$ cat src/hdl/lof_pkg.sv
// ********************************************************************
// Lock and overcurrent fault response constants and types
// ********************************************************************
package lof_pkg;

	// ****************************************************************
	// Clock and timing
	// ****************************************************************
	// Core clock rate
	localparam int          CLK_MHZ         = 100;
	// Core clock period in ns
	localparam int          CLK_PERIOD_NS   = 10;
	// Clock cycles in one millisecond
	localparam int          CYC_PER_MS      = CLK_MHZ * 1000;
	// Stall retry interval in ms
	localparam int          STALL_RETRY_MS  = 100;
	// Stall retry interval in clock cycles
	localparam int unsigned STALL_RETRY_CYC = STALL_RETRY_MS * CYC_PER_MS;
	// Longest allowed clear and report latency in ms
	localparam int          CLEAR_MAX_MS    = 200;
	localparam int          REPORT_MAX_MS   = 200;

	// ****************************************************************
	// Widths and indices
	// ****************************************************************
	localparam int SENSE_W = 8;   // Sense converter sample width
	localparam int CUR_W   = 12;  // Phase current sample width
	localparam int NPH     = 3;   // Motor phases
	localparam int NSRC    = 4;   // Fault sources
	localparam int RTRY_W  = 32;  // Retry counter width
	localparam int SYNC_N  = 3;   // Pin synchroniser depth
	// Fault source indices
	localparam int SRC_SENSE = 0;
	localparam int SRC_STALL = 1;
	localparam int SRC_CMP   = 2;
	localparam int SRC_SMP   = 3;

	// ****************************************************************
	// Response select encoding
	// ****************************************************************
	localparam logic [3:0] SEL_REPORT_ONLY = 4'h8;  // Report, no action
	localparam int         SEL_BRAKE_BIT   = 1;     // Brake instead of low
	localparam int         SEL_RETRY_BIT   = 2;     // Retry instead of latch
	localparam int         SEL_OFF_BIT     = 3;     // No gate action
	localparam logic       SNS_SEL_RETRY   = 1'b1;  // Sense recovery retry

	// ****************************************************************
	// Reset values
	// ****************************************************************
	localparam logic [NPH-1:0] RST_GATE    = 3'h0;
	localparam logic [NPH-1:0] LS_ALL_ON   = 3'h7;
	localparam logic           RST_FLT_N   = 1'b1;
	localparam logic [2:0]     RST_STATUS  = 3'h0;

	// ****************************************************************
	// Types
	// ****************************************************************
	// Gate driver action
	typedef enum logic [1:0] {LOF_GATE_RUN, LOF_GATE_HIZ, LOF_GATE_BRAKE} lof_gate_e;
	// Recovery style
	typedef enum logic [1:0] {LOF_REC_NONE, LOF_REC_LATCH, LOF_REC_RETRY} lof_rec_e;
	// Decoded response of one fault
	typedef struct packed {
		lof_gate_e gate;
		logic      report;
		lof_rec_e  rec;
	} lof_rsp_s;
	// Gate drive for all phases
	typedef struct packed {
		logic [NPH-1:0] high_side_gate_output;
		logic [NPH-1:0] low_side_gate_output;
	} lof_gates_s;

endpackage

$ cat src/hdl/lof_fault_resp.sv
// Functional notes
// - Sense latched mode pulls gates low, latches
// - Sense retry mode pulls low, retries later
// - Sense fault when sense exceeds trip level
// - Stall from speed, no motor, or BEMF
// - Stall select 0-1: pull low, latch
// - Stall select 2-3: brake low side, latch
// - Stall select 4-5: pull low, retry
// - Stall select 6-7: brake, retry
// - Stall select 8: report only
// - Stall select 9-15: ignore entirely
// - Comparator limit select 0-1: pull low, latch
// - Comparator limit select 2-3: brake, latch
// - Comparator limit select 4-5: pull low, retry
// - Comparator limit select 6-7: brake, retry
// - Comparator select 8 reports; 9-15 ignore
// - Sampled fault when current exceeds threshold
// - Sampled select 0-1: pull low, latch
// - Sampled select 2-3: brake, latch
// - Sampled select 4-5: pull low, retry
// - Sampled select 6-7: brake, retry
// - Sampled select 8 reports; 9-15 ignore
// - Latched faults hold until clear command
// - Latched beats retry beats report; longest wait
// - Pull low drives every gate low
// - Every reported fault drives fault pin low
`timescale 1ns/10ps
module lof_fault_resp #(
	parameter int unsigned RETRY_CYCLES = lof_pkg::STALL_RETRY_CYC
) (
	// Clock and reset
	input  wire logic                          clk_i,
	input  wire logic                          rst_i,
	// Sense overcurrent
	input  wire logic [lof_pkg::SENSE_W-1:0]   sense_volt_i,
	input  wire logic [lof_pkg::SENSE_W-1:0]   sense_trip_level_i,
	input  wire logic                          sense_check_disable_i,
	input  wire logic                          sense_recovery_select_i,
	// Motor stall detection
	input  wire logic                          speed_abnormal_i,
	input  wire logic                          no_motor_i,
	input  wire logic                          bemf_abnormal_i,
	input  wire logic [3:0]                    stall_response_select_i,
	// Comparator stall current limit
	input  wire logic                          comparator_stall_trip_i,
	input  wire logic [3:0]                    comparator_stall_response_select_i,
	// Sampled stall current limit
	input  wire logic [lof_pkg::CUR_W-1:0]     phase_current_i,
	input  wire logic [lof_pkg::CUR_W-1:0]     sampled_stall_current_limit_i,
	input  wire logic [3:0]                    sampled_stall_response_select_i,
	// Host command
	input  wire logic                          fault_clear_command_i,
	// Gate drive
	input  wire lof_pkg::lof_gates_s           pwm_i,
	output lof_pkg::lof_gates_s                gates_o,
	// Reporting
	output logic                               fault_indicator_n_o,
	output logic                               drv_fault_status_o,
	output logic [2:0]                         control_fault_status_o,
	output logic                               retry_pending_o
);

	// ****************************************************************
	// Shared response decoder
	// ****************************************************************
	// one decoder
	function automatic lof_pkg::lof_rsp_s decode_sel(input logic [3:0] sel);
		lof_pkg::lof_rsp_s r;
		r.gate   = lof_pkg::LOF_GATE_RUN;
		r.report = 1'b0;
		r.rec    = lof_pkg::LOF_REC_NONE;
		if (sel == lof_pkg::SEL_REPORT_ONLY) begin
			r.report = 1'b1;
		end else if (!sel[lof_pkg::SEL_OFF_BIT]) begin
			r.report = 1'b1;
			r.gate   = sel[lof_pkg::SEL_BRAKE_BIT] ? lof_pkg::LOF_GATE_BRAKE
							       : lof_pkg::LOF_GATE_HIZ;
			r.rec    = sel[lof_pkg::SEL_RETRY_BIT] ? lof_pkg::LOF_REC_RETRY
							       : lof_pkg::LOF_REC_LATCH;
		end
		return r;
	endfunction

	// ****************************************************************
	// Signals
	// ****************************************************************
	logic [lof_pkg::SYNC_N-1:0] cmp_sync_q;   // Comparator pin synchroniser
	logic                       cmp_lvl_q;    // Filtered comparator level
	logic [lof_pkg::NSRC-1:0]   cond;         // Live fault conditions
	lof_pkg::lof_rsp_s          rsp [lof_pkg::NSRC];  // Per source response
	logic [lof_pkg::NSRC-1:0]   is_latch;     // Source is latching
	logic [lof_pkg::NSRC-1:0]   is_retry;     // Source is retrying
	logic [lof_pkg::NSRC-1:0]   is_hiz;       // Source pulls gates low
	logic [lof_pkg::NSRC-1:0]   is_brake;     // Source brakes
	logic [lof_pkg::NSRC-1:0]   is_rep;       // Source is reported
	logic [lof_pkg::NSRC-1:0]   held_q;       // Faults in effect
	logic [lof_pkg::NSRC-1:0]   held_d;
	logic [lof_pkg::RTRY_W-1:0] retry_cnt_q;  // Retry wait counter
	logic                       retry_done;   // Retry wait elapsed
	logic                       any_ret_cond; // A retry fault still present
	logic                       ret_pend;     // A retry fault held
	logic [lof_pkg::NSRC-1:0]   lat_mask;     // Held latched faults
	logic [lof_pkg::NSRC-1:0]   sel_mask;     // Faults steering the gates
	lof_pkg::lof_gate_e         gmode;        // Resulting gate action
	lof_pkg::lof_gates_s        gates_q;      // Registered gate drive
	logic                       flt_n_q;      // Registered fault pin
	logic                       drv_st_q;     // Driver status bit
	logic [2:0]                 ctl_st_q;     // Controller status bits

	// ****************************************************************
	// Comparator pin synchroniser
	// ****************************************************************
	// Three stages, shift in the raw pin
	always_ff @(posedge clk_i or posedge rst_i) begin
		if (rst_i) begin
			cmp_sync_q <= '0;
		end else begin
			cmp_sync_q <= {cmp_sync_q[1:0], comparator_stall_trip_i};
		end
	end

	// Level changes only when stages two and three agree
	always_ff @(posedge clk_i or posedge rst_i) begin
		if (rst_i) begin
			cmp_lvl_q <= 1'b0;
		end else if (cmp_sync_q[1] == cmp_sync_q[2]) begin
			cmp_lvl_q <= cmp_sync_q[2];
		end
	end

	// ****************************************************************
	// Fault conditions
	// ****************************************************************
	// sense trip compare
	assign cond[lof_pkg::SRC_SENSE] = !sense_check_disable_i &&
					  (sense_volt_i > sense_trip_level_i);
	assign cond[lof_pkg::SRC_STALL] = speed_abnormal_i | no_motor_i | bemf_abnormal_i;
	assign cond[lof_pkg::SRC_CMP]   = cmp_lvl_q;
	assign cond[lof_pkg::SRC_SMP]   = phase_current_i > sampled_stall_current_limit_i;

	// ****************************************************************
	// Response per source
	// ****************************************************************
	// Sense has its own two-way select
	always_comb begin
		rsp[lof_pkg::SRC_SENSE].gate   = lof_pkg::LOF_GATE_RUN;
		rsp[lof_pkg::SRC_SENSE].report = 1'b0;
		rsp[lof_pkg::SRC_SENSE].rec    = lof_pkg::LOF_REC_NONE;
		if (!sense_check_disable_i) begin
			rsp[lof_pkg::SRC_SENSE].gate   = lof_pkg::LOF_GATE_HIZ;
			rsp[lof_pkg::SRC_SENSE].report = 1'b1;
			rsp[lof_pkg::SRC_SENSE].rec    = lof_pkg::LOF_REC_LATCH;
			if (sense_recovery_select_i == lof_pkg::SNS_SEL_RETRY) begin
				rsp[lof_pkg::SRC_SENSE].rec = lof_pkg::LOF_REC_RETRY;
			end
		end
	end

	assign rsp[lof_pkg::SRC_STALL] = decode_sel(stall_response_select_i);
	assign rsp[lof_pkg::SRC_CMP]   = decode_sel(comparator_stall_response_select_i);
	assign rsp[lof_pkg::SRC_SMP]   = decode_sel(sampled_stall_response_select_i);

	// Flatten responses into masks
	always_comb begin
		for (int i = 0; i < lof_pkg::NSRC; i++) begin
			is_latch[i] = rsp[i].rec == lof_pkg::LOF_REC_LATCH;
			is_retry[i] = rsp[i].rec == lof_pkg::LOF_REC_RETRY;
			is_hiz[i]   = rsp[i].gate == lof_pkg::LOF_GATE_HIZ;
			is_brake[i] = rsp[i].gate == lof_pkg::LOF_GATE_BRAKE;
			is_rep[i]   = rsp[i].report;
		end
	end

	// ****************************************************************
	// Held faults
	// ****************************************************************
	// Next state; a live condition wins over any clear
	always_comb begin
		for (int i = 0; i < lof_pkg::NSRC; i++) begin
			if (!is_rep[i]) begin
				held_d[i] = 1'b0;
			end else if (cond[i]) begin
				held_d[i] = 1'b1;
			end else if (is_latch[i]) begin
				held_d[i] = held_q[i] & !fault_clear_command_i;
			end else if (is_retry[i]) begin
				held_d[i] = held_q[i] & !fault_clear_command_i & !retry_done;
			end else begin
				held_d[i] = 1'b0;
			end
		end
	end

	// Fault state register
	always_ff @(posedge clk_i or posedge rst_i) begin
		if (rst_i) begin
			held_q <= '0;
		end else begin
			held_q <= held_d;
		end
	end

	// ****************************************************************
	// Retry timer
	// ****************************************************************
	assign any_ret_cond = |(cond & is_retry);
	assign ret_pend     = |(held_q & is_retry);
	assign retry_done   = retry_cnt_q == lof_pkg::RTRY_W'(RETRY_CYCLES - 1);

	// restart while any retry fault persists
	always_ff @(posedge clk_i or posedge rst_i) begin
		if (rst_i) begin
			retry_cnt_q <= '0;
		end else if (any_ret_cond || !ret_pend || fault_clear_command_i) begin
			retry_cnt_q <= '0;
		end else if (!retry_done) begin
			retry_cnt_q <= retry_cnt_q + 1'b1;
		end
	end

	// ****************************************************************
	// Gate action priority
	// ****************************************************************
	assign lat_mask = held_q & is_latch;

	// latched faults take over retry faults
	always_comb begin
		sel_mask = (|lat_mask) ? lat_mask : (held_q & is_retry);
		if (|(sel_mask & is_hiz)) begin
			gmode = lof_pkg::LOF_GATE_HIZ;
		end else if (|(sel_mask & is_brake)) begin
			gmode = lof_pkg::LOF_GATE_BRAKE;
		end else begin
			gmode = lof_pkg::LOF_GATE_RUN;
		end
	end

	// Gate outputs
	always_ff @(posedge clk_i or posedge rst_i) begin
		if (rst_i) begin
			gates_q.high_side_gate_output <= lof_pkg::RST_GATE;
			gates_q.low_side_gate_output  <= lof_pkg::RST_GATE;
		end else begin
			case (gmode)
				lof_pkg::LOF_GATE_HIZ: begin
					gates_q.high_side_gate_output <= lof_pkg::RST_GATE;
					gates_q.low_side_gate_output  <= lof_pkg::RST_GATE;
				end
				// Low side on, high side off
				lof_pkg::LOF_GATE_BRAKE: begin
					gates_q.high_side_gate_output <= lof_pkg::RST_GATE;
					gates_q.low_side_gate_output  <= lof_pkg::LS_ALL_ON;
				end
				// Normal commutation
				default: begin
					gates_q <= pwm_i;
				end
			endcase
		end
	end

	// ****************************************************************
	// Reporting
	// ****************************************************************
	// pin and status follow held faults
	always_ff @(posedge clk_i or posedge rst_i) begin
		if (rst_i) begin
			flt_n_q  <= lof_pkg::RST_FLT_N;
			drv_st_q <= 1'b0;
			ctl_st_q <= lof_pkg::RST_STATUS;
		end else begin
			flt_n_q  <= !(|(held_q & is_rep));
			drv_st_q <= held_q[lof_pkg::SRC_SENSE];
			ctl_st_q <= held_q[lof_pkg::SRC_SMP:lof_pkg::SRC_STALL];
		end
	end

	assign gates_o                = gates_q;
	assign fault_indicator_n_o    = flt_n_q;
	assign drv_fault_status_o     = drv_st_q;
	assign control_fault_status_o = ctl_st_q;
	assign retry_pending_o        = ret_pend;
endmodule

$ cat config.mk
export PLATFORM = sky130hd
export DESIGN_NAME = lof_fault_resp
export DESIGN_NICKNAME = d
export VERILOG_FILES = /design/src/hdl/lof_pkg.sv /design/src/hdl/lof_fault_resp.sv
export SDC_FILE = /design/constraint.sdc
export NUM_CORES = 1
export LEC_CHECK = 0
export BUFFER_PORTS_ARGS = -buffer_cell sky130_fd_sc_hd__buf_2
export CAP_MARGIN = 10
export CORE_ASPECT_RATIO = 0.9
export CORE_MARGIN = 2
export CORE_UTILIZATION = 50
export DETAILED_ROUTE_END_ITERATION = 10
export GPL_TIMING_DRIVEN = 1
export PLACE_DENSITY = 0.76
export SLEW_MARGIN = 20
export SYNTH_ARGS = -nofsm -noshare
export SYNTH_HDL_FRONTEND = slang
export SYNTH_SLANG_ARGS = --single-unit
$ cat constraint.sdc
create_clock -name clk_i -period 2.86 [get_ports clk_i]
set_clock_uncertainty 0.05 [all_clocks]
set_input_delay 0.143 -clock clk_i [delete_from_list [all_inputs] [get_ports clk_i]]
set_output_delay 0.143 -clock clk_i [all_outputs]
set_load 0.05 [all_outputs]
==> results of run 1 <==
## state kept, by name (all words and copies together) (netlist names)
name and flops:
drv_fault_status_o 1, retry_cnt_q 32, control_fault_status_o 3, gates_o 6, held_q 4, cmp_lvl_q 1
cmp_sync_q 3, fault_indicator_n_o 1
## per-layer routing
metal / GRT usage, % / vias to the layer above / wire [µm]
met3: 3.40 / 11 / 281
met5: 0 / - / 0
met1: 26.8 / 1243 / 2870
met4: 7.30 / 0 / 109
met2: 35.1 / 74 / 3060
li1: - / 1290 / -
## final timing paths
path                                      from                   endpoint  slack (ps)  cells after the start
worst max-delay path            retry_cnt_q[0]             retry_cnt_q[2]         560                      7
worst min-delay path                  pwm_i[2]                 gates_o[2]          20                      3
worst max register to register  retry_cnt_q[0]             retry_cnt_q[2]         560                      7
worst min register to register   cmp_sync_q[0]              cmp_sync_q[1]         310                      0
max in group asynchronous                rst_i                  held_q[2]        1780                      3
min in group asynchronous                rst_i  control_fault_status_o[2]         460                      3
## synthesized netlist by cell type (4+ instances only)
| library cell | instances |
|---|---|
| nand2_1 | 21 |
| xor2_1 | 13 |
| clkbuf_1 | 4 |
| nor3_1 | 5 |
| nor3b_1 | 5 |
| inv_1 | 31 |
| ha_1 | 21 |
| o21ai_0 | 4 |
| dfrtp_1 | 50 |
| a21oi_1 | 13 |
| nor2_1 | 45 |
| nor2b_1 | 8 |
| nand4_1 | 11 |
| o31ai_1 | 7 |
| xnor2_1 | 17 |
| nand3_1 | 18 |
## through the flow
step,total power [W],hold WS (ps),std cells,worst slack [ps]
2_1_floorplan,0.000966,124,322,831
3_3_place_gp,0.00106,203,468,593
3_5_place_dp,0.00107,203,468,550
4_1_cts,0.00157,14.8,481,519
5_1_grt,0.00163,13.8,482,385
6_report,0.00156,20.2,482,559
## logic make-up (layout without fill, tap and decap cells)
group | Yosys count | in the layout
XOR/XNOR | 30 | 30
adder cells (fa/ha/maj) | 22 | 22
flip-flops | 51 | 51
buffers and inverters | 36 | 126
AO/OA/AOI/OAI | 44 | 44
AND/OR/NAND/NOR | 138 | 138
multiplexers | 1 | 1
## power by group
part           internal, W  switching, W  total, W
clock             0.000261      0.000232  0.000493
sequential        0.000751     0.0000137  0.000765
combinational     0.000108      0.000190  0.000298
total              0.00112      0.000436   0.00156
## layout by cell type, fill, tap and decap left out, types with 6 or more instances in the layout
cell type and n:
nor2b_1 8, xnor2_1 17, inv_1 30, nand4_1 11, dlygate4sd3_1 6, dfrtp_1 50, nand3_1 18, nand2_1 21
nor2_1 45, o31ai_1 7, xor2_1 13, buf_2 78, ha_1 21, a21oi_1 13
## critical path: stages, from the launching register on
cell and delay [ps]:
dfrtp_1 390, ha_1 180, nand2_1 90, or2_2 330, nor4_4 720, nor2b_1 160
xnor2_1 190, nor2_1 60
## cell type report
| cell class | instances | share of cell area [%] |
|---|---|---|
| clock buffers | 6 | 2.00 |
| multi-input cells | 235 | 43.2 |
| flip-flops and latches | 51 | 35.1 |
| repair buffers | 87 | 13.0 |
| clock inverters | 2 | 1.03 |
| well taps | 70 | 2.41 |
| inverters | 31 | 3.24 |
## timing repair
item	4_1_cts	5_1_grt
endpoints found under the setup margin	0	0
hold buffers	5	1
endpoints found under the hold margin	5	29
==> impl_metrics.py, run 1 <==
metrics = {
    "power_and_ir_drop": {
        "powerDensity_nw_per_um2": 428,
        "irDropWorstVdd_mv": 0.343,
        "p_leak_nw": 1.72,
    },
    "synth": {
        "synth-xor-area-share_pct": 8.79,
        "syn_nets": 410,
        "syn_avg_cell_area_um2": 9.28,
        "synth_edf_count": 0,
        "synth_area_um2": 2990,
        "synth.yosys.warnings": 0,
        "synth-compound-area-share_pct": 9.84,
        "syn_inst": 322,
        "synthArstFlopShare_pct": 100,
        "synth.area.mux_share_pct": 0.335,
        "synthTopCellsByArea": "dfrtp_1, ha_1, nor2_1, xnor2_1, inv_1",
        "yosysTopAreaCell": "dfrtp_1",
        "synthSimpleGateAreaFrac_pct": 24.4,
        "yosysSeqAreaShare_pct": 42.7,
        "synth_top_area_share_pct": 41.9,
        "synth.distinct_cells": 48,
        "synthFlopType": "dfrtp_1",
        "synth-adder-area-share_pct": 9.13,
        "ys_seq_elements": 51,
        "synth_top_family_by_area": "simple AND/OR/NAND/NOR gates",
    },
    "worst_setup_path": {
        "arrival_ps": 2420,
        "critPathCaptureType": "flip-flop",
        "start_kind": "flip-flop",
        "critPathKind": "reg2reg",
        "critPathMaxFanout": 13,
        "crit_required_ps": 2980,
    },
    "clock_network": {
        "clk_latency_ps": 310,
        "cts_tree": "yes",
        "path_clk_slew_ps": 90,
        "htreeDepth": 2,
        "cts_buffer_depth": 2,
        "root_buffer": "clkbuf_8",
        "cts_resized": 0,
        "cts_inserted_buffers": 5,
        "postCtsSetupBuffers": 0,
        "clkSinkCount": 51,
    },
    "routing": {
        "wl_um": 6320,
        "initialDrtViolationCount": 153,
        "wire_per_inst_um": 13.1,
        "drc_errors": 0,
        "drt_pass1_iterations": 4,
        "via_per_inst": 5.43,
        "vias": 2618,
        "ant_nets": 0,
    },
    "grt": {
        "grt_pass1_wl_um": 11200,
        "grt_antenna_before_repair": 0,
        "overflow": 0,
        "first_global_vias": 2629,
        "grt_usage_pct": 20.7,
        "grt_max_degree": 52,
    },
    "floorplanning": {
        "start_util_pct": 52.2,
        "core-area_um2": 5730,
        "die-area_um2": 6610,
        "die_h_um": 77.4,
        "rows": 26,
        "die_width_um": 85.5,
        "io_pins": 79,
    },
    "finish": {
        "fin_area_um2": 3630,
        "syn_to_final_growth_pct": 21.6,
        "multi_input_area_um2": 1570,
        "antennaDiodeCount": 0,
        "fillers": 487,
        "final_util_pct": 63.5,
        "regArea_um2": 1280,
        "drive_above_1_share_pct": 24.3,
        "num-nets-final": 499,
    },
    "place": {
        "dp_hpwl_um": 4970,
        "dpl-instance-area_um2": 3460,
        "gp_congestion": 0.856,
        "port_buffers": 78,
    },
    "timing": {
        "max_freq_ghz": 0.435,
        "min_period_over_period_pct": 80.4,
        "relSlewSlack_pct": 43.3,
        "drv_slew": 0,
        "rsz0062_at_grt": "false",
        "fin_tns_setup_ps": 0,
        "setup_viol": 0,
        "period_needed_ps": 2300,
        "finalHoldViolCount": 0,
        "worstMarginPinSlew_ps": 850,
    },
    "run_status": {
        "outcome": "completed",
    },
    "job": {
        "maxCapViolCount": 0,
    },
    "worst_hold_path": {
        "hp-class": "in2reg",
    },
}
(Power assumes the default switching activity.)
==> run 2, diff against run 1 <==
Settings changed: CORE_UTILIZATION 50 to 48, PLACE_DENSITY 0.76 to 0.77.
Clock period 2.86 ns to 2.1 ns, I/O delays scaled along.
==> run 2 against run 1 <==
Effect of this change:
- combinational power grew 41%
- utilization shrank 1.5 points
- first-iteration DRC count is 7.8% higher
- sequential share of layout area decreased by 1.2 points
- routed wire length up 6.0%
- global-route usage about the same
- register-to-register slack lost 460 ps
- critical path type unchanged
- highest routed layer unchanged
==> impl_metrics.py, run 2 (same netlist as run 1, synthesis figures left out) <==
metrics = {
    "grt": {
        "first_global_vias": 2744,
        "grt_usage_pct": 20.7,
        "grt_max_degree": 24,
        "overflow": 0,
        "grt_antenna_before_repair": 0,
        "grt_pass1_wl_um": 11600,
    },
    "timing": {
        "min_period_over_period_pct": 95.4,
        "fin_tns_setup_ps": 0,
        "finalHoldViolCount": 0,
        "max_freq_ghz": 0.499,
        "relSlewSlack_pct": 70.8,
        "worstMarginPinSlew_ps": 435,
        "drv_slew": 0,
        "period_needed_ps": 2000,
        "setup_viol": 0,
        "rsz0062_at_grt": "false",
    },
    "worst_setup_path": {
        "r2r_cells": 7,
        "start_kind": "flip-flop",
        "critPathCaptureType": "flip-flop",
        "critPathMaxFanout": 13,
        "r2r-start": "retry_cnt_q[9]",
        "crit_required_ps": 2240,
        "critPathKind": "reg2reg",
        "arrival_ps": 2140,
        "reg2reg_setup_slack_ps": 100,
        "reg2reg_to": "retry_cnt_q[5]",
    },
    "routing": {
        "via_per_inst": 5.36,
        "vias": 2644,
        "ant_nets": 0,
        "drt_pass1_iterations": 5,
        "wl_um": 6700,
        "wire_per_inst_um": 13.6,
        "initialDrtViolationCount": 165,
        "drc_errors": 0,
    },
    "run_status": {
        "outcome": "completed",
    },
    "floorplanning": {
        "rows": 27,
        "die_width_um": 87.2,
        "die_h_um": 78.9,
        "start_util_pct": 49.2,
        "core-area_um2": 6080,
        "io_pins": 79,
        "die-area_um2": 6880,
    },
    "clock_network": {
        "path_clk_slew_ps": 100,
        "root_buffer": "clkbuf_8",
        "clkSinkCount": 51,
        "cts_tree": "yes",
        "htreeDepth": 2,
        "clk_latency_ps": 310,
        "cts_inserted_buffers": 5,
        "cts_buffer_depth": 2,
    },
    "finish": {
        "drive_above_1_share_pct": 25.9,
        "num-nets-final": 508,
        "largest_reg_flops": 32,
        "fillers": 517,
        "antennaDiodeCount": 0,
        "syn_to_final_growth_pct": 26.1,
        "final_common_cell": "buf_2",
        "fin_area_um2": 3770,
        "fin_cells": 493,
        "largest-register": "retry_cnt_q",
        "final_cell_mix": "buf_2, dfrtp_1, nor2_1",
        "final_util_pct": 62.0,
    },
    "power_and_ir_drop": {
        "pwr-share-clk_pct": 35.4,
        "p_leak_nw": 1.79,
        "powerDensity_nw_per_um2": 600,
        "sw_frac_of_total_pct": 26.7,
        "power_frac_seq_pct": 46.0,
        "p_total_w": 0.00226,
        "internal_power_w": 0.00166,
        "p_comb_share_pct": 18.6,
        "irDropWorstVdd_mv": 0.250,
        "p_sw_w": 0.000604,
    },
    "place": {
        "gp_congestion": 0.826,
        "place_inst": 477,
        "port_buffers": 78,
        "dp_hpwl_um": 5220,
        "dpl-instance-area_um2": 3540,
    },
    "worst_hold_path": {
        "hp-class": "in2reg",
        "worstHoldEndpoint": "held_q[0]",
        "hold_start": "fault_clear_command_i",
        "holdPathStages": 3,
    },
    "job": {
        "maxCapViolCount": 0,
    },
}
## run 2: power groups by stage
stage	registers (W)	logic, W	clock network (W)
CTS	0.00104	0.000422	0.000811
global placement	0.00106	0.000399	0
floorplan	0.00115	0.000163	0
finish	0.00104	0.000420	0.000799
global route	0.00105	0.000465	0.000855
detailed placement	0.00106	0.000410	0
## run 2: metal layers
layer / up-vias / wire length [µm] / track usage, %
li1: 1312 / - / -
met2: 78 / 3220 / 35.6
met4: 0 / 87 / 5.69
met1: 1243 / 3080 / 26.9
met5: - / 0 / 0
met3: 11 / 317 / 3.43
## run 2: cell type report
cell class / count / area (µm²) / area share (%)
multi-input combinational: 235 / 1580 / 41.9
sequential: 51 / 1280 / 33.9
timing repair buffer: 96 / 571 / 15.1
inverter: 31 / 116 / 3.09
tap: 72 / 90.1 / 2.39
clock buffer: 5 / 68.8 / 1.83
clock inverter: 3 / 67.6 / 1.79
## run 2: stage by stage
step	setup slack (ps)	hold WS, ps
5_1_grt	0.660	34.9
3_5_place_dp	-35.0	-2.06
2_1_floorplan	70.9	86.4
6_report	96.1	33.5
3_3_place_gp	55.5	-5.49
4_1_cts	91.5	29.8
## run 2: timing repair
item | 4_1_cts | 5_1_grt
gates resized for setup | 0 | 2
hold buffers | 8 | 0
hold endpoints to repair | 21 | 0
buffers inserted | 0 | 0
setup endpoints to repair | 0 | 1
## run 2: worst max-delay path by stage
stage,start,to,slack (ps),cells after the start
finish,retry_cnt_q[9],retry_cnt_q[5],100,7
global placement,sense_volt_i[1],retry_cnt_q[14],60,9
CTS,retry_cnt_q[9],retry_cnt_q[5],90,7
floorplan,held_q[1],retry_cnt_q[0],70,7
global route,retry_cnt_q[19],retry_cnt_q[5],0.7,7
detailed placement,sense_volt_i[6],retry_cnt_q[24],-30,8
## run 2: critical path: stages (launching register included)
cell and delay [ps]:
dfrtp_1 390, and2_4 200, or4b_4 480, nor4_4 270, buf_12 180, nor3_1 60
xnor2_1 200, nor2_1 70
